==> config.mk <==
export PLATFORM = sky130hd
export DESIGN_NAME = charge_state_sequencer
export DESIGN_NICKNAME = d
export VERILOG_FILES = /design/src/inc/chg_pkg.sv /design/src/rtl/charge_state_sequencer.sv /design/src/rtl/tick_timer.sv /design/src/rtl/gate_driver.sv
export SDC_FILE = /design/constraint.sdc
export NUM_CORES = 1
export LEC_CHECK = 0
export ABC_AREA = 1
export BUFFER_PORTS_ARGS = -buffer_cell sky130_fd_sc_hd__buf_2
export CELL_PAD_IN_SITES_DETAIL_PLACEMENT = 1
export CELL_PAD_IN_SITES_GLOBAL_PLACEMENT = 2
export CORE_ASPECT_RATIO = 0.6
export CORE_MARGIN = 3
export CORE_UTILIZATION = 33
export CTS_BUF_LIST = sky130_fd_sc_hd__clkbuf_2 sky130_fd_sc_hd__clkbuf_4 sky130_fd_sc_hd__clkbuf_8
export DETAILED_ROUTE_END_ITERATION = 16
export PLACE_DENSITY_LB_ADDON = 0.1
export SKIP_LAST_GASP = 1
export SYNTH_ARGS = -nofsm -noshare
export SYNTH_HDL_FRONTEND = slang
export SYNTH_HIERARCHICAL = 1
export SYNTH_SLANG_ARGS = --single-unit
export TNS_END_PERCENT = 100
==> constraint.sdc <==
create_clock -name ref_clk -period 3.1 [get_ports ref_clk]
set_input_delay 0.155 -clock ref_clk [delete_from_list [all_inputs] [get_ports ref_clk]]
set_output_delay 0.155 -clock ref_clk [all_outputs]
set_load 0.005 [all_outputs]
==> src/inc/chg_pkg.sv <==
// shared constants and types for the charge state sequencer
package chg_pkg;
  localparam int unsigned CLK_MHZ = 250;
  // dead time between gate hand-overs, in ns, and its cycle count (rounded up)
  localparam int unsigned DEAD_NS = 50;
  localparam logic [7:0] DEAD_CYC = 8'((DEAD_NS * CLK_MHZ + 999) / 1000);
  // gate blanking per temperature measurement, in us
  localparam int unsigned THM_US = 800;
  localparam int unsigned THM_CYC_DEF = THM_US * CLK_MHZ;
  // timer tick period in us (prescaler), and tick counts per limit
  localparam int unsigned TICK_US = 1000;
  localparam int unsigned TICK_CYC_DEF = TICK_US * CLK_MHZ;
  localparam int unsigned PREQ_MIN10 = 75;
  localparam int unsigned FAST_MIN = 90;
  localparam int unsigned FULL_MIN = 90;
  localparam int unsigned TOP_MIN = 45;
  // slow base: 1:12:6 counts of 7.5 min ticks; fast base: 1 min ticks
  localparam logic [7:0] PREQ_TICKS = 8'h01;
  localparam logic [7:0] FULL_TICKS = 8'h0C;
  localparam logic [7:0] TOP_TICKS = 8'h06;
  localparam logic [7:0] FAST_TICKS = 8'(FAST_MIN);
  localparam int unsigned SLOW_TICK_MS = PREQ_MIN10 * 6000;
  localparam int unsigned FAST_TICK_MS = 60000;
  // charge current command codes
  localparam logic [1:0] CUR_ZERO = 2'h0;
  localparam logic [1:0] CUR_C20 = 2'h1;
  localparam logic [1:0] CUR_FULL = 2'h2;
  localparam logic [1:0] CUR_CV = 2'h3;
  typedef enum logic [2:0] {
    ST_RESET = 3'b000,
    ST_PREQ = 3'b001,
    ST_FAST = 3'b010,
    ST_FULL = 3'b011,
    ST_TOP = 3'b100,
    ST_DONE = 3'b101,
    ST_TEMP = 3'b110,
    ST_FAULT = 3'b111
  } chg_state_t;
endpackage

==> src/rtl/charge_state_sequencer.sv <==
// charge state machine with safety timers, status outputs and gate control
// Notes on behaviour
// - full charge asserts cv flag low and charges at constant voltage.
// - full charge goes to top-off on current below 10% or timer expiry.
// - top-off keeps constant voltage until its timer expires, then done.
// - done idles with no charge until recharge threshold, then reset.
// - temperature fault in full or top-off pauses charge and freezes timer.
// - temperature fault in fast charge pauses charge and suspends timers.
// - temperature pause forces zero current and leaves indicators unchanged.
// - reset on power-up, recharge from done, input dropout or overvoltage.
// - reset clears timers, zero current, all indicators released high.
// - reset leaves for prequalification once supply, reference, bias are good.
// - prequalification advances to fast charge above undervoltage threshold.
// - fast charge commands full current, 90 min fast timer, cc flag only.
// - fast to full at regulation voltage; 90 min slow timer, cv flag only.
// - done commands zero current with all indicators inactive.
// - prequal or fast timeout enters fault: zero current, fault flag only.
// - gates get about 50 ns dead time so both are never on.
// - zero inductor current switches the rectifier off for that cycle.
// - power-down low stops charging, gates low, flags float; release resets.
// - fault persists until power is cycled or power-down is driven low.
// - each temperature measurement holds both gates low for 800 us.
// - safety timers always run in their states and cannot be disabled.
`timescale 1ns/1ps
module charge_state_sequencer #(
  parameter longint unsigned TICK_SLOW_CYC =
    64'(chg_pkg::SLOW_TICK_MS) * chg_pkg::CLK_MHZ * 1000,
  parameter longint unsigned TICK_FAST_CYC =
    64'(chg_pkg::FAST_TICK_MS) * chg_pkg::CLK_MHZ * 1000,
  parameter int unsigned THM_CYC = chg_pkg::THM_CYC_DEF
) (
  input wire logic ref_clk,
  input wire logic rst,
  input wire logic ce,
  input wire logic power_down_n,
  input wire logic supply_ok,
  input wire logic ref_ok,
  input wire logic bias_ok,
  input wire logic dropout,
  input wire logic overvoltage,
  input wire logic above_undervoltage,
  input wire logic at_regulation,
  input wire logic below_tenth_current,
  input wire logic below_recharge,
  input wire logic temp_ok,
  input wire logic temp_measure,
  input wire logic pwm_high,
  input wire logic zero_current,
  output logic [1:0] current_cmd,
  output logic cc_phase_flag_n,
  output logic cc_phase_flag_oe,
  output logic cv_phase_flag_n,
  output logic cv_phase_flag_oe,
  output logic fault_flag_n,
  output logic fault_flag_oe,
  output logic high_side_gate,
  output logic low_side_gate,
  output logic [2:0] state_out
);
  chg_pkg::chg_state_t state_q, state_d, resume_q;
  logic pd_prev_q;
  logic [31:0] thm_q;
  logic slow_clear, fast_clear, slow_run, fast_run, slow_exp, fast_exp;
  logic [7:0] slow_limit;
  logic gate_en;

  // leaving power-down restarts the cycle from reset
  always_ff @(posedge ref_clk or posedge rst) begin
    if (rst) begin
      pd_prev_q <= 1'b1; // idle level, so no false release edge
    end else if (ce) begin
      pd_prev_q <= power_down_n;
    end
  end

  always_comb begin
    state_d = state_q;
    case (state_q)
      chg_pkg::ST_RESET: if (supply_ok && ref_ok && bias_ok) state_d = chg_pkg::ST_PREQ;
      chg_pkg::ST_PREQ: begin
        if (slow_exp) state_d = chg_pkg::ST_FAULT;
        else if (above_undervoltage && temp_ok) state_d = chg_pkg::ST_FAST;
      end
      chg_pkg::ST_FAST: begin
        if (!temp_ok) state_d = chg_pkg::ST_TEMP;
        else if (fast_exp) state_d = chg_pkg::ST_FAULT;
        else if (at_regulation) state_d = chg_pkg::ST_FULL;
      end
      chg_pkg::ST_FULL: begin
        if (!temp_ok) state_d = chg_pkg::ST_TEMP;
        else if (below_tenth_current || slow_exp) state_d = chg_pkg::ST_TOP;
      end
      chg_pkg::ST_TOP: begin
        if (!temp_ok) state_d = chg_pkg::ST_TEMP;
        else if (slow_exp) state_d = chg_pkg::ST_DONE;
      end
      chg_pkg::ST_DONE: if (below_recharge) state_d = chg_pkg::ST_RESET;
      chg_pkg::ST_TEMP: if (temp_ok) state_d = resume_q;
      chg_pkg::ST_FAULT: state_d = chg_pkg::ST_FAULT;
      default: state_d = chg_pkg::ST_RESET;
    endcase
    // dropout and overvoltage force reset, except a latched fault
    if ((dropout || overvoltage) && state_q != chg_pkg::ST_FAULT) begin
      state_d = chg_pkg::ST_RESET;
    end
    if (power_down_n && !pd_prev_q) begin
      state_d = chg_pkg::ST_RESET;
    end
  end

  always_ff @(posedge ref_clk or posedge rst) begin
    if (rst) begin
      state_q <= chg_pkg::ST_RESET;
      resume_q <= chg_pkg::ST_FAST;
    end else if (ce) begin
      if (!power_down_n) begin
        state_q <= chg_pkg::ST_RESET;
      end else begin
        state_q <= state_d;
        if (state_d == chg_pkg::ST_TEMP && state_q != chg_pkg::ST_TEMP) begin
          resume_q <= state_q;
        end
      end
    end
  end

  // slow timer clears in reset and on prequal to fast, fast to full and full to top-off, not on resume; fast timer only in reset; both freeze in the pause
  assign slow_clear = (state_q == chg_pkg::ST_RESET) || !power_down_n
    || (state_q == chg_pkg::ST_PREQ && state_d == chg_pkg::ST_FAST)
    || (state_q == chg_pkg::ST_FAST && state_d == chg_pkg::ST_FULL)
    || (state_q == chg_pkg::ST_FULL && state_d == chg_pkg::ST_TOP);
  assign fast_clear = (state_q == chg_pkg::ST_RESET) || !power_down_n;
  assign slow_run = state_q == chg_pkg::ST_PREQ || state_q == chg_pkg::ST_FULL
    || state_q == chg_pkg::ST_TOP;
  assign fast_run = state_q == chg_pkg::ST_FAST;

  always_comb begin
    case (state_q)
      chg_pkg::ST_FULL: slow_limit = chg_pkg::FULL_TICKS;
      chg_pkg::ST_TOP: slow_limit = chg_pkg::TOP_TICKS;
      default: slow_limit = chg_pkg::PREQ_TICKS;
    endcase
  end

  tick_timer #(.PRESCALE(TICK_SLOW_CYC)) u_slow (
    .ref_clk(ref_clk),
    .rst(rst),
    .ce(ce),
    .clear(slow_clear),
    .run(slow_run),
    .limit(slow_limit),
    .expired(slow_exp)
  );

  tick_timer #(.PRESCALE(TICK_FAST_CYC)) u_fast (
    .ref_clk(ref_clk),
    .rst(rst),
    .ce(ce),
    .clear(fast_clear),
    .run(fast_run),
    .limit(chg_pkg::FAST_TICKS),
    .expired(fast_exp)
  );

  // current command and registered status flags
  always_ff @(posedge ref_clk or posedge rst) begin
    if (rst) begin
      current_cmd <= chg_pkg::CUR_ZERO;
      state_out <= 3'h0;
    end else if (ce) begin
      state_out <= state_d;
      case (state_d)
        chg_pkg::ST_PREQ: current_cmd <= chg_pkg::CUR_C20;
        chg_pkg::ST_FAST: current_cmd <= chg_pkg::CUR_FULL;
        chg_pkg::ST_FULL, chg_pkg::ST_TOP: current_cmd <= chg_pkg::CUR_CV;
        chg_pkg::ST_DONE: current_cmd <= chg_pkg::CUR_ZERO;
        default: current_cmd <= chg_pkg::CUR_ZERO;
      endcase
      if (!power_down_n) begin
        current_cmd <= chg_pkg::CUR_ZERO;
        state_out <= chg_pkg::ST_RESET;
      end
    end
  end

  always_ff @(posedge ref_clk or posedge rst) begin
    if (rst) begin
      cc_phase_flag_n <= 1'b1;
      cv_phase_flag_n <= 1'b1;
      fault_flag_n <= 1'b1;
      cc_phase_flag_oe <= 1'b0;
      cv_phase_flag_oe <= 1'b0;
      fault_flag_oe <= 1'b0;
    end else if (ce) begin
      if (state_d != chg_pkg::ST_TEMP) begin
        cc_phase_flag_n <= !(state_d == chg_pkg::ST_FAST || state_d == chg_pkg::ST_PREQ);
        cv_phase_flag_n <= !(state_d == chg_pkg::ST_FULL);
        fault_flag_n <= !(state_d == chg_pkg::ST_FAULT);
        cc_phase_flag_oe <= power_down_n && (state_d == chg_pkg::ST_FAST
          || state_d == chg_pkg::ST_PREQ);
        cv_phase_flag_oe <= power_down_n && state_d == chg_pkg::ST_FULL;
        fault_flag_oe <= power_down_n && state_d == chg_pkg::ST_FAULT;
      end
      if (!power_down_n) begin
        cc_phase_flag_n <= 1'b1;
        cv_phase_flag_n <= 1'b1;
        fault_flag_n <= 1'b1;
        cc_phase_flag_oe <= 1'b0;
        cv_phase_flag_oe <= 1'b0;
        fault_flag_oe <= 1'b0;
      end
    end
  end

  // temperature measurement blanking window
  always_ff @(posedge ref_clk or posedge rst) begin
    if (rst) begin
      thm_q <= 32'h0000_0000;
    end else if (ce) begin
      if (temp_measure && thm_q == 32'h0000_0000) begin
        thm_q <= 32'(THM_CYC);
      end else if (thm_q != 32'h0000_0000) begin
        thm_q <= thm_q - 32'h0000_0001;
      end
    end
  end

  assign gate_en = power_down_n && thm_q == 32'h0000_0000 && !temp_measure
    && current_cmd != chg_pkg::CUR_ZERO;

  gate_driver u_gate (
    .ref_clk(ref_clk),
    .rst(rst),
    .ce(ce),
    .enable(gate_en),
    .pwm_high(pwm_high),
    .zero_current(zero_current),
    .high_side_gate(high_side_gate),
    .low_side_gate(low_side_gate)
  );

  a_fault_sticky: assert property (@(posedge ref_clk) disable iff (rst)
    state_q == chg_pkg::ST_FAULT && power_down_n && ce |=> state_q == chg_pkg::ST_FAULT)
    else $error("fault left");
  a_temp_zero: assert property (@(posedge ref_clk) disable iff (rst)
    state_q == chg_pkg::ST_TEMP |-> current_cmd == chg_pkg::CUR_ZERO)
    else $error("current in pause");
  a_temp_flags: assert property (@(posedge ref_clk) disable iff (rst)
    ce && power_down_n && state_q == chg_pkg::ST_TEMP && state_d == chg_pkg::ST_TEMP
    |=> $stable(cc_phase_flag_n) && $stable(cv_phase_flag_n) && $stable(fault_flag_n))
    else $error("flags moved in pause");
  a_reset_flags: assert property (@(posedge ref_clk) disable iff (rst)
    state_q == chg_pkg::ST_RESET |-> cc_phase_flag_n && cv_phase_flag_n && fault_flag_n)
    else $error("flag low in reset");
  a_full_cv: assert property (@(posedge ref_clk) disable iff (rst)
    state_q == chg_pkg::ST_FULL |-> !cv_phase_flag_n && cc_phase_flag_n
    && current_cmd == chg_pkg::CUR_CV) else $error("full charge outputs");
  a_done_idle: assert property (@(posedge ref_clk) disable iff (rst)
    state_q == chg_pkg::ST_DONE |-> current_cmd == chg_pkg::CUR_ZERO
    && cc_phase_flag_n && cv_phase_flag_n && fault_flag_n) else $error("charging in done");
  a_pd_gates: assert property (@(posedge ref_clk) disable iff (rst)
    ce && !power_down_n |=> ##1 !high_side_gate && !low_side_gate)
    else $error("gates on in power-down");
  a_fast_fault: assert property (@(posedge ref_clk) disable iff (rst)
    ce && power_down_n && state_q == chg_pkg::ST_FAST && temp_ok && fast_exp
    && !dropout && !overvoltage |=> state_q == chg_pkg::ST_FAULT)
    else $error("fast timeout missed");
  a_thm_blank: assert property (@(posedge ref_clk) disable iff (rst)
    thm_q != 32'h0000_0000 |=> !high_side_gate && !low_side_gate)
    else $error("gates during measurement");

  c_reach_full: cover property (@(posedge ref_clk) disable iff (rst)
    state_q == chg_pkg::ST_FULL);
  c_reach_done: cover property (@(posedge ref_clk) disable iff (rst)
    state_q == chg_pkg::ST_DONE);
  c_temp_pause: cover property (@(posedge ref_clk) disable iff (rst)
    state_q == chg_pkg::ST_TEMP);
  c_fault: cover property (@(posedge ref_clk) disable iff (rst)
    state_q == chg_pkg::ST_FAULT);
endmodule // charge_state_sequencer

==> src/rtl/tick_timer.sv <==
// prescaled tick timer that counts while enabled and flags its limit
`timescale 1ns/1ps
module tick_timer #(
  parameter longint unsigned PRESCALE = 1000
) (
  input wire logic ref_clk,
  input wire logic rst,
  input wire logic ce,
  input wire logic clear,
  input wire logic run,
  input wire logic [7:0] limit,
  output logic expired
);
  // wide enough for a minutes-long tick at the full clock rate
  logic [39:0] pre_q;
  logic [7:0] ticks_q;

  // prescaler and tick count; hold while not running
  always_ff @(posedge ref_clk or posedge rst) begin
    if (rst) begin
      pre_q <= 40'h00_0000_0000;
      ticks_q <= 8'h00;
    end else if (ce) begin
      if (clear) begin
        pre_q <= 40'h00_0000_0000;
        ticks_q <= 8'h00;
      end else if (run && !expired) begin
        if (pre_q >= 40'(PRESCALE - 1)) begin
          pre_q <= 40'h00_0000_0000;
          ticks_q <= ticks_q + 8'h01;
        end else begin
          pre_q <= pre_q + 40'h00_0000_0001;
        end
      end
    end
  end

  assign expired = (ticks_q >= limit);
endmodule // tick_timer

==> src/rtl/gate_driver.sv <==
// dead-time gate sequencing with zero-current cutoff and blanking
`timescale 1ns/1ps
module gate_driver (
  input wire logic ref_clk,
  input wire logic rst,
  input wire logic ce,
  input wire logic enable,
  input wire logic pwm_high,
  input wire logic zero_current,
  output logic high_side_gate,
  output logic low_side_gate
);
  logic [7:0] dead_q;
  logic zc_lock_q;
  logic pwm_prev_q;

  // zero-current latch clears at the next high-side request
  always_ff @(posedge ref_clk or posedge rst) begin
    if (rst) begin
      zc_lock_q <= 1'b0;
      pwm_prev_q <= 1'b0;
    end else if (ce) begin
      pwm_prev_q <= pwm_high;
      if (pwm_high && !pwm_prev_q) begin
        zc_lock_q <= 1'b0;
      end else if (zero_current && !pwm_high) begin
        zc_lock_q <= 1'b1;
      end
    end
  end

  // gates hand over only after the dead time with both off
  always_ff @(posedge ref_clk or posedge rst) begin
    if (rst) begin
      high_side_gate <= 1'b0;
      low_side_gate <= 1'b0;
      dead_q <= 8'h00;
    end else if (ce) begin
      if (!enable) begin
        high_side_gate <= 1'b0;
        low_side_gate <= 1'b0;
        dead_q <= 8'h00;
      end else if (pwm_high) begin
        low_side_gate <= 1'b0;
        if (low_side_gate) begin
          dead_q <= 8'h00;
        end else if (dead_q < chg_pkg::DEAD_CYC) begin
          dead_q <= dead_q + 8'h01;
        end else begin
          high_side_gate <= 1'b1;
        end
      end else begin
        high_side_gate <= 1'b0;
        if (high_side_gate) begin
          dead_q <= 8'h00;
        end else if (dead_q < chg_pkg::DEAD_CYC) begin
          dead_q <= dead_q + 8'h01;
        end else if (zc_lock_q || zero_current) begin
          low_side_gate <= 1'b0;
          // a zero-current cutoff also restarts the dead time before the high side
          if (low_side_gate) begin
            dead_q <= 8'h00;
          end
        end else begin
          low_side_gate <= 1'b1;
        end
      end
    end
  end

  a_no_overlap: assert property (@(posedge ref_clk) disable iff (rst)
    !(high_side_gate && low_side_gate)) else $error("both gates on");
  a_dead_gap: assert property (@(posedge ref_clk) disable iff (rst)
    $fell(low_side_gate) |-> !high_side_gate [*8]) else $error("dead time short");
  a_dead_gap_high: assert property (@(posedge ref_clk) disable iff (rst)
    $fell(high_side_gate) |-> !low_side_gate [*8]) else $error("dead time short");
  a_zc_off: assert property (@(posedge ref_clk) disable iff (rst)
    ce && zero_current && !pwm_high |=> !low_side_gate) else $error("sync on at zero");
  a_off_disable: assert property (@(posedge ref_clk) disable iff (rst)
    ce && !enable |=> !high_side_gate && !low_side_gate) else $error("gate on disabled");
endmodule // gate_driver

### After elaboration in Yosys (flattened, before gate mapping)

Index checks and enable logic that the tools add are counted.

| word-level totals | value |
|---|---|
| flip-flop bits (word level) | 155 |
| input port bits | 17 |
| output and inout port bits | 13 |
| word-level logic and storage cells | 181 |

| operators by class | value |
|---|---|
| $add $sub $neg | 6 |
| $lt $le $gt $ge | 5 |
| eq/ne operators | 24 |
| muxes and demuxes | 64 |
| reductions and logical operators | 62 |

Operators with widths:

| cell | number |
|---|---|
| $mux W40 | 6 |
| $mux W8 | 14 |
| $add A40 B1 Y40 const B | 2 |
| $mux W32 | 2 |
| $mux W3 | 15 |
| $ge A40 B34 Y1 const B | 1 |
| $ge A40 B37 Y1 const B | 1 |
| $logic_not A32 Y1 | 1 |
| $reduce_bool A32 Y1 | 1 |
| $sub A32 B1 Y32 const B | 1 |
| $add A8 B1 Y8 const B | 3 |
| $pmux W3 S8 | 1 |
| $mux W1 | 23 |
| $eq A3 B3 Y1 const B | 7 |
| $ne A3 B3 Y1 const B | 7 |
| $logic_and A1 B1 Y1 | 20 |
| $reduce_and A3 Y1 | 5 |
| $reduce_bool A2 Y1 | 7 |
| $eq A3 B2 Y1 const B | 4 |
| $logic_not A1 Y1 | 10 |
| $logic_or A1 B1 Y1 | 10 |
| $reduce_and A2 Y1 | 5 |
| $ge A8 B4 Y1 | 1 |
| $ge A8 B7 Y1 const B | 1 |
| 11 further kinds | 13 |

### Longest topological paths before layout

Gate-level depths: netlist of the first run.

| logic depth | value |
|---|---|
| depth in word-level cells | 16 |
| depth in mapped cells | 30 |
| mapped depth without buffers | 29 |

### Cells and area by module

The synthesis of the first run kept the hierarchy.

Modules (own cells, without submodules):

| module | instances | cells each | area each (µm²) | seq. area each (µm²) |
|---|---|---|---|---|
| tick_timer at u_slow | 1 | 619 | 3898.7 | 1201.2 |
| tick_timer at u_fast | 1 | 570 | 3641.0 | 1201.2 |
| charge_state_sequencer | 1 | 449 | 3166.8 | 1182.4 |
| gate_driver | 1 | 96 | 696.9 | 300.3 |

### Worst setup path before layout of the first run

No wires, ideal clock.

| path | value |
|---|---|
| path type | register to register |
| start point | register state_out[2] (netlist name) |
| end point | register u_slow.pre_q[2] |
| arrival time | 3271 ps |
| setup slack | -289 ps |
| stages on the path, launching flop included | 30 |
| path buffers | 3 |
| path through | dfrtp_1 -> buf_4 -> nand2_1 -> inv_1 -> nor2_1 -> inv_1 -> inv_1 -> ha_1 -> nand2_1 -> inv_1 -> nand2_1 -> nand2_1 -> nand2_1 -> nand3_1 -> nor2_1 -> nand2_1 -> nand2_1 -> nand2_1 -> nor2_2 -> nand2_4 -> nor2_4 -> nand3_1 -> nand4_1 -> clkbuf_1 -> inv_2 -> a21boi_2 -> inv_2 -> buf_2 -> nand2_1 -> nand2_1 |

RTL lines:

| what | line | source |
|---|---|---|
| end signal: assignment | tick_timer.sv:32 | `pre_q <= pre_q + 40'h00_0000_0001;` |
| end: declaration | tick_timer.sv:15 | `logic [39:0] pre_q;` |

==> metrics.csv, run 1 <==
stage;metric;value;unit
status;outcome;complete, but fails checks;
status;failing checks;setup timing;
yosys;Primary FF master, synth;dfrtp_1;
yosys;leading area contributor after synthesis;dfrtp_1;
yosys;Synth Instances;1734;
cts;Max Root-Sink Buffers;2;
run;max_cap viols;0;
floorplanning;Boundary Pins;30;
cts;Reg clk slew, reported paths;0.10;ns
yosys;top cells by area, synth;dfrtp_1 (33%), nand2_1 (20%), nor2_1 (9.9%);
sta;crit path time final;3.313;ns
setup_path;Worst path slowest cell;dfrtp_2;
floorplanning;total die area;36900;µm²
grt;first-pass GRT wire length;61.12;mm
cts;TritonCTS clock tree;done;
yosys;Warnings, synthesis;6;
routing;vias per cell;4.767;
routing;WL/cell;16.25;µm
setup_path;Setup CP Type;reg -> reg;
cts;H-tree depth;4;
floorplanning;Starting Density;0.3364;
sta;Final Slew Violations;0;
cells_and_area;ANT cells;0;
sta;fmax;301.8;MHz
routing;Post-DRT Antenna Nets;0;
yosys;ys async rst share;1.000;
sta;Hold Fails Final Rpt;0;
floorplanning;FP Rows;52;
grt;vias in the first global route;11080;
setup_path;Most common cell on crit path;nand2_1;
cells_and_area;commonest non-fill, non-tap cell in the layout;nand2_1;
power_and_ir_drop;power per cell area;431.2;nW/µm²
routing;Vias;10870;
routing;drt pass-1 iters;5;
yosys;Post-synth EDFFs;0;
min_path;HP Class;in -> reg;
floorplanning;Die H;150.0;µm
power_and_ir_drop;Max rail drop VDD;0.3082;mV
setup_path;Buf/Inv on CP;7;
sta;Layout Skew;0.02150;ns
placed_design;Port Buffers;29;
cells_and_area;fin cells;2279;
setup_path;Largest delay share family, worst path;simple AND/OR/NAND/NOR gates;
grt;initial antenna violation count;0;
placed_design;cell count after placement;2232;
yosys;Distinct cells, synth;48;
grt;global-route usage over all layers;0.2102;
grt;GR Overflow Total;0;
routing;# DRC;0;
sta;slew margin rel.;0.3915;
setup_path;Max FO, Critical Path;17;
grt;pin count of the biggest net entering global routing;40;
setup_path;Worst Setup End Kind;flop;
floorplanning;Die Wd;246.0;µm
yosys;Seq cells post-synth;155;
cells_and_area;most frequent cells in the layout;nand2_1 (575), nor2_1 (298), nand3_1 (166), inv_1 (150), dfrtp_1 (148);
setup_path;required time of the critical path;3.54;ns
sta;post-route setup slack;-0.2132;ns
cts;CTS Buf Count;17;
min_path;HP Start;ce;
placed_design;Final Wtd Congestion;0.8351;
setup_path;r2r startpoint;state_out[0];
sta;RSZ-0062 raised after global routing;yes;
cells_and_area;share of post-route cells with drive strength above 1;0.1418;
placed_design;dpl hpwl;28.02;mm
cts;Worst-Skew Late Latency;0.50;ns
placed_design;Setup Slack @ Placement;-0.3043;ns
setup_path;Critical Path Source;state_out[0];
cts;CTS Sinks;155;
setup_path;max incr delay on CP;0.45;ns
cts;Root Driver;clkbuf_8;
yosys;Syn Area/Cell;6.576;µm²
yosys;Post-Syn Area;11400;µm²
sta;Worst-Margin Slew;0.9114;ns
sta;final critical-path share of the clock period;1.069;
sta;final setup fails;48;
sta;setup TNS;-9.074;ns
yosys;Yosys top cell area share;0.3292;
cells_and_area;number of nets in the layout;1847;
setup_path;Crit path arrival time;3.75;ns
yosys;Seq/Total Area, Yosys;0.3407;
floorplanning;core area;33900;µm²
setup_path;Setup crit start kind;flop;
power_and_ir_drop;total power;5.600;mW
sta;Fin Hold WS;0.1090;ns
routing;wirelength, routed;37.03;mm
routing;1st-iter DRT viols;553;
cells_and_area;Synth-to-Final Area Change;13.90;%
power_and_ir_drop;LEAKAGE;6.236;nW
-- state kept, by name, indices dropped and copies added (netlist names) --
| register | cells |
|---|---|
| u_fast/pre_q | 40 |
| u_slow/pre_q | 40 |
| thm_q | 32 |
| u_fast/ticks_q | 8 |
| u_gate/dead_q | 8 |
| u_slow/ticks_q | 8 |
| resume_q | 3 |
| state_out | 3 |
| current_cmd | 2 |
| cc_phase_flag_n | 1 |
| cc_phase_flag_oe | 1 |
| cv_phase_flag_n | 1 |
| cv_phase_flag_oe | 1 |
| fault_flag_n | 1 |
| fault_flag_oe | 1 |
| pd_prev_q | 1 |
| u_gate/high_side_gate | 1 |
| u_gate/low_side_gate | 1 |
| u_gate/pwm_prev_q | 1 |
| u_gate/zc_lock_q | 1 |
-- cell usage after synthesis, types with 14 or more instances --
| library cell | instances |
|---|---|
| buf_2 | 22 |
| dfrtp_1 | 150 |
| ha_1 | 23 |
| inv_1 | 158 |
| inv_2 | 14 |
| nand2_1 | 593 |
| nand2_2 | 18 |
| nand3_1 | 171 |
| nand4_1 | 25 |
| nor2_1 | 300 |
| nor2_2 | 33 |
| nor3_1 | 15 |
| o21ai_0 | 14 |
| xnor2_1 | 23 |
| xor2_1 | 64 |
-- per-stage QoR --
| stage | util | instance area, µm² |
|---|---|---|
| 2_1_floorplan | - | 11500 |
| 3_3_place_gp | 0.3624 | 12280 |
| 3_5_place_dp | 0.3624 | 12280 |
| 4_1_cts | 0.3809 | 12910 |
| 5_1_grt | 0.3832 | 12990 |
| 6_report | 0.3832 | 12990 |
-- power by group --
part           switching (mW)  internal, mW
sequential              0.201          2.19
combinational           0.956         0.473
clock                   0.900         0.879
total                    2.06          3.54
-- routing by layer --
layer	vias up	wire length [µm]	global-route usage
met2	87	14370	0.2924
met1	5243	21570	0.3385
met3	16	813	0.02722
met4	0	279	0.04275
met5	-	0	0
li1	5519	-	-
-- final timing paths --
path	depth (start not counted)	slack, ns	to
min in group asynchronous	3	0.32	u_gate/high_side_gate
max	28	-0.21	u_slow/pre_q[19]
max reg2reg	28	-0.21	u_slow/pre_q[19]
min	2	0.11	u_gate/high_side_gate
max in group asynchronous	4	1.89	u_slow/pre_q[38]
min reg2reg	2	0.47	fault_flag_n
-- kinds of logic after synthesis --
kind of cell	share of synthesized area
AO/OA/AOI/OAI	0.03336
adder cells (fa/ha/maj)	0.02524
other	0.0006586
flip-flops	0.3407
AND/OR/NAND/NOR	0.4479
buffers and inverters	0.08536
XOR/XNOR	0.06682
-- timing repair --
item / in CTS / in global routing
pin swaps: 25 / 17
endpoints found under the setup margin: 48 / 52
hold buffers: 6 / 0
endpoints found under the hold margin: 114 / 0
resized for setup: 26 / 18
cloned: 1 / 0
setup buffers: 5 / 4
-- final cells by class --
cell class              count  area, µm²
inverters                 176      678.2
clock inverters            10      140.1
repair buffers             89      679.4
multi-input cells        1368       6739
fillers                  4402      20910
clock buffers              22      290.3
well taps                 459      574.3
flip-flops and latches    155       3887
Note: power is estimated with default switching activity, not from simulation.
==> run 2, diff against run 1 <==
- CORE_ASPECT_RATIO: 0.6 -> 1.5
==> run 2 against run 1 <==
  * The flow still finishes with violations (setup timing)
  * Combinational power hardly changed
  * Utilization is 1.2 points higher
  * Clock skew is 0.0023 ns lower
  * Via count is 1.4% higher
  * Total power is 4.1% lower
  * Largest cell class unchanged
  * Largest power group unchanged
  * Highest routed layer unchanged
==> metrics.csv, run 2 (same netlist as run 1, synthesis figures left out) <==
stage;metric;value;unit;change
power_and_ir_drop;power per cell area;402.9;nW/µm²;was 431.2 nW/µm²
floorplanning;Starting Density;0.3378;;was 0.3364
cells_and_area;commonest non-fill, non-tap cell in the layout;nand2_1;;unchanged
cts;CTS Buf Count;17;;unchanged
cts;Root Driver;clkbuf_8;;unchanged
cells_and_area;top flop regs;u_fast/pre_q x40, u_slow/pre_q x40, thm_q x32;;unchanged
cts;CTS Sinks;155;;unchanged
grt;GR Overflow Total;0;;unchanged
power_and_ir_drop;LEAKAGE;6.467;nW;was 6.236 nW
cells_and_area;fin cells;2248;;was 2279
setup_path;Setup CP Type;reg -> reg;;unchanged
cts;TritonCTS clock tree;done;;unchanged
power_and_ir_drop;NetSw;2.093;mW;was 2.057 mW
sta;Layout Skew;0.01922;ns;was 0.02150 ns
floorplanning;Die Wd;157.8;µm;was 246.0 µm
power_and_ir_drop;internal power;3.280;mW;was 3.543 mW
power_and_ir_drop;Max rail drop VDD;0.2972;mV;was 0.3082 mV
cells_and_area;Synth-to-Final Area Change;16.94;%;was 13.90%
cells_and_area;final core occ;0.3951;;was 0.3832
grt;vias in the first global route;11580;;was 11080
sta;RSZ-0062 raised after global routing;yes;;unchanged
grt;first-pass GRT wire length;60.38;mm;was 61.12 mm
routing;WL/cell;16.30;µm;was 16.25 µm
grt;global-route usage over all layers;0.2059;;was 0.2102
floorplanning;total die area;36870;µm²;was 36900 µm²
placed_design;Final Wtd Congestion;0.8375;;was 0.8351
cts;H-tree depth;4;;unchanged
setup_path;Worst path slowest cell;dfrtp_2;;unchanged
setup_path;reg2reg path depth;25;;was 28
min_path;WHS Path Cells;2;;unchanged
routing;vias per cell;4.900;;was 4.767
setup_path;Max FO, Critical Path;8;;was 17
floorplanning;FP Rows;82;;was 52
cells_and_area;ANT cells;0;;unchanged
routing;wirelength, routed;36.65;mm;was 37.03 mm
setup_path;Setup crit start kind;flop;;unchanged
sta;Hold Fails Final Rpt;0;;unchanged
cells_and_area;number of nets in the layout;1855;;was 1847
setup_path;required time of the critical path;3.53;ns;was 3.54 ns
status;outcome;complete, but fails checks;;unchanged
cts;Worst-Skew Late Latency;0.50;ns;about the same
setup_path;max incr delay on CP;0.45;ns;about the same
grt;initial antenna violation count;0;;unchanged
placed_design;dpl hpwl;27.05;mm;was 28.02 mm
placed_design;cell count after placement;2190;;was 2232
routing;Post-DRT Antenna Nets;0;;unchanged
cells_and_area;register area;3887;µm²;unchanged
status;failing checks;setup timing;;unchanged
sta;Worst-Margin Slew;0.7559;ns;was 0.9114 ns
power_and_ir_drop;combinational power share;0.271;;was 0.255
sta;setup TNS;-4.496;ns;was -9.074 ns
sta;crit path time final;3.264;ns;was 3.313 ns
routing;1st-iter DRT viols;246;;was 553
sta;final critical-path share of the clock period;1.053;;was 1.069
cells_and_area;fin area;13340;µm²;was 12990 µm²
power_and_ir_drop;Clk pwr share;0.283;;was 0.318
setup_path;Crit path arrival time;3.69;ns;was 3.75 ns
sta;slew margin rel.;0.4954;;was 0.3915
cells_and_area;share of post-route cells with drive strength above 1;0.1745;;was 0.1418
routing;drt pass-1 iters;5;;unchanged
placed_design;Port Buffers;29;;unchanged
power_and_ir_drop;sw frac;0.3895;;was 0.3673
setup_path;Worst Setup End Kind;flop;;unchanged
setup_path;Most common cell on crit path;nand2_1;;unchanged
routing;# DRC;0;;unchanged
cells_and_area;most frequent cells in the layout;nand2_1 (531), nor2_1 (296), nand3_1 (166), inv_1 (149), dfrtp_1 (148);;was nand2_1 (575), nor2_1 (298), nand3_1 (166), inv_1 (150), dfrtp_1 (148)
power_and_ir_drop;Reg power frac;0.446;;was 0.427
sta;final setup fails;45;;was 48
sta;fmax;306.3;MHz;was 301.8 MHz
cells_and_area;area of the multi-input gates;6984;µm²;was 6739 µm²
cts;Reg clk slew, reported paths;0.10;ns;about the same
run;max_cap viols;0;;unchanged
placed_design;Cell Area, Placed;12210;µm²;was 12280 µm²
min_path;HP Class;in -> reg;;unchanged
floorplanning;Die H;233.7;µm;was 150.0 µm
routing;Vias;11020;;was 10870
cells_and_area;number of fill cells in the layout;4398;;was 4402
floorplanning;core area;33750;µm²;was 33900 µm²
cts;Max Root-Sink Buffers;2;;unchanged
grt;pin count of the biggest net entering global routing;35;;was 40
sta;Final Slew Violations;0;;unchanged
floorplanning;Boundary Pins;30;;unchanged
sta;post-route setup slack;-0.1644;ns;was -0.2132 ns
run 2: changes by cell type in the layout (fill, tap and decap cells not counted), sizes merged:
cell         previous run  this run
buf                    83        91
bufinv                  3         0
clkbuf                 22        20
clkinv                  8        10
dlygate4sd3             6         4
inv                   172       177
run 2: per-layer routing:
layer  GRT usage  vias up  wire length, µm
li1            -     5539                -
met1      0.2509     5345            15980
met2      0.3783       85            19440
met3     0.02335       46              442
met4     0.05780        0              778
met5           0        -                0
run 2: cell type report:
type | instances | area share
inverter | 176 | 0.05142
sequential | 155 | 0.2915
tap | 420 | 0.03941
multi-input combinational | 1368 | 0.5237
clock inverter | 14 | 0.008257
clock buffer | 18 | 0.01858
timing repair buffer | 97 | 0.06709
run 2: power groups by stage:
stage          registers [mW]  logic (mW)  clock network [mW]
6_report                 2.40        1.46                1.52
4_1_cts                  2.40        1.47                1.59
2_1_floorplan            2.38        1.08                   0
5_1_grt                  2.43        1.69                1.67
3_5_place_dp             2.43        1.42                   0
3_3_place_gp             2.43        1.39                   0
run 2: per-stage QoR:
step           hold slack, ns  setup WS [ns]  power [mW]
2_1_floorplan         0.01970       0.001075       3.451
3_5_place_dp           0.2321        -0.2370       3.850
6_report              0.05432        -0.1644       5.372
5_1_grt               0.03822        -0.5091       5.790
3_3_place_gp           0.2323        -0.1287       3.825
4_1_cts              0.003768        -0.1456       5.463
run 2: timing repair:
item,in CTS,in global routing
pin swaps,26,54
cloned,6,2
hold endpoints to repair,89,0
gates resized for setup,50,82
buffers inserted,9,7
hold buffers,4,0
endpoints found under the setup margin,48,55
run 2: critical path, delay by kind of cell, from the launching register on:
kind	cells	cell delay [ns]
adders and majority gates	1	0.29
buffers and inverters	5	0.56
DFF	1	0.45
and+or+nand+nor	19	1.87
run 2: path summary, 6_finish.rpt:
path | from | to | slack [ns]
setup / recovery | state_out[0] | u_slow/ticks_q[6] | -0.16
hold / removal | ce | state_out[1] | 0.05
setup reg to reg | state_out[0] | u_slow/ticks_q[6] | -0.16
hold reg to reg | cc_phase_flag_n | cc_phase_flag_n | 0.47
max in group asynchronous | rst | u_fast/pre_q[18] | 1.90
min in group asynchronous | rst | fault_flag_oe | 0.24
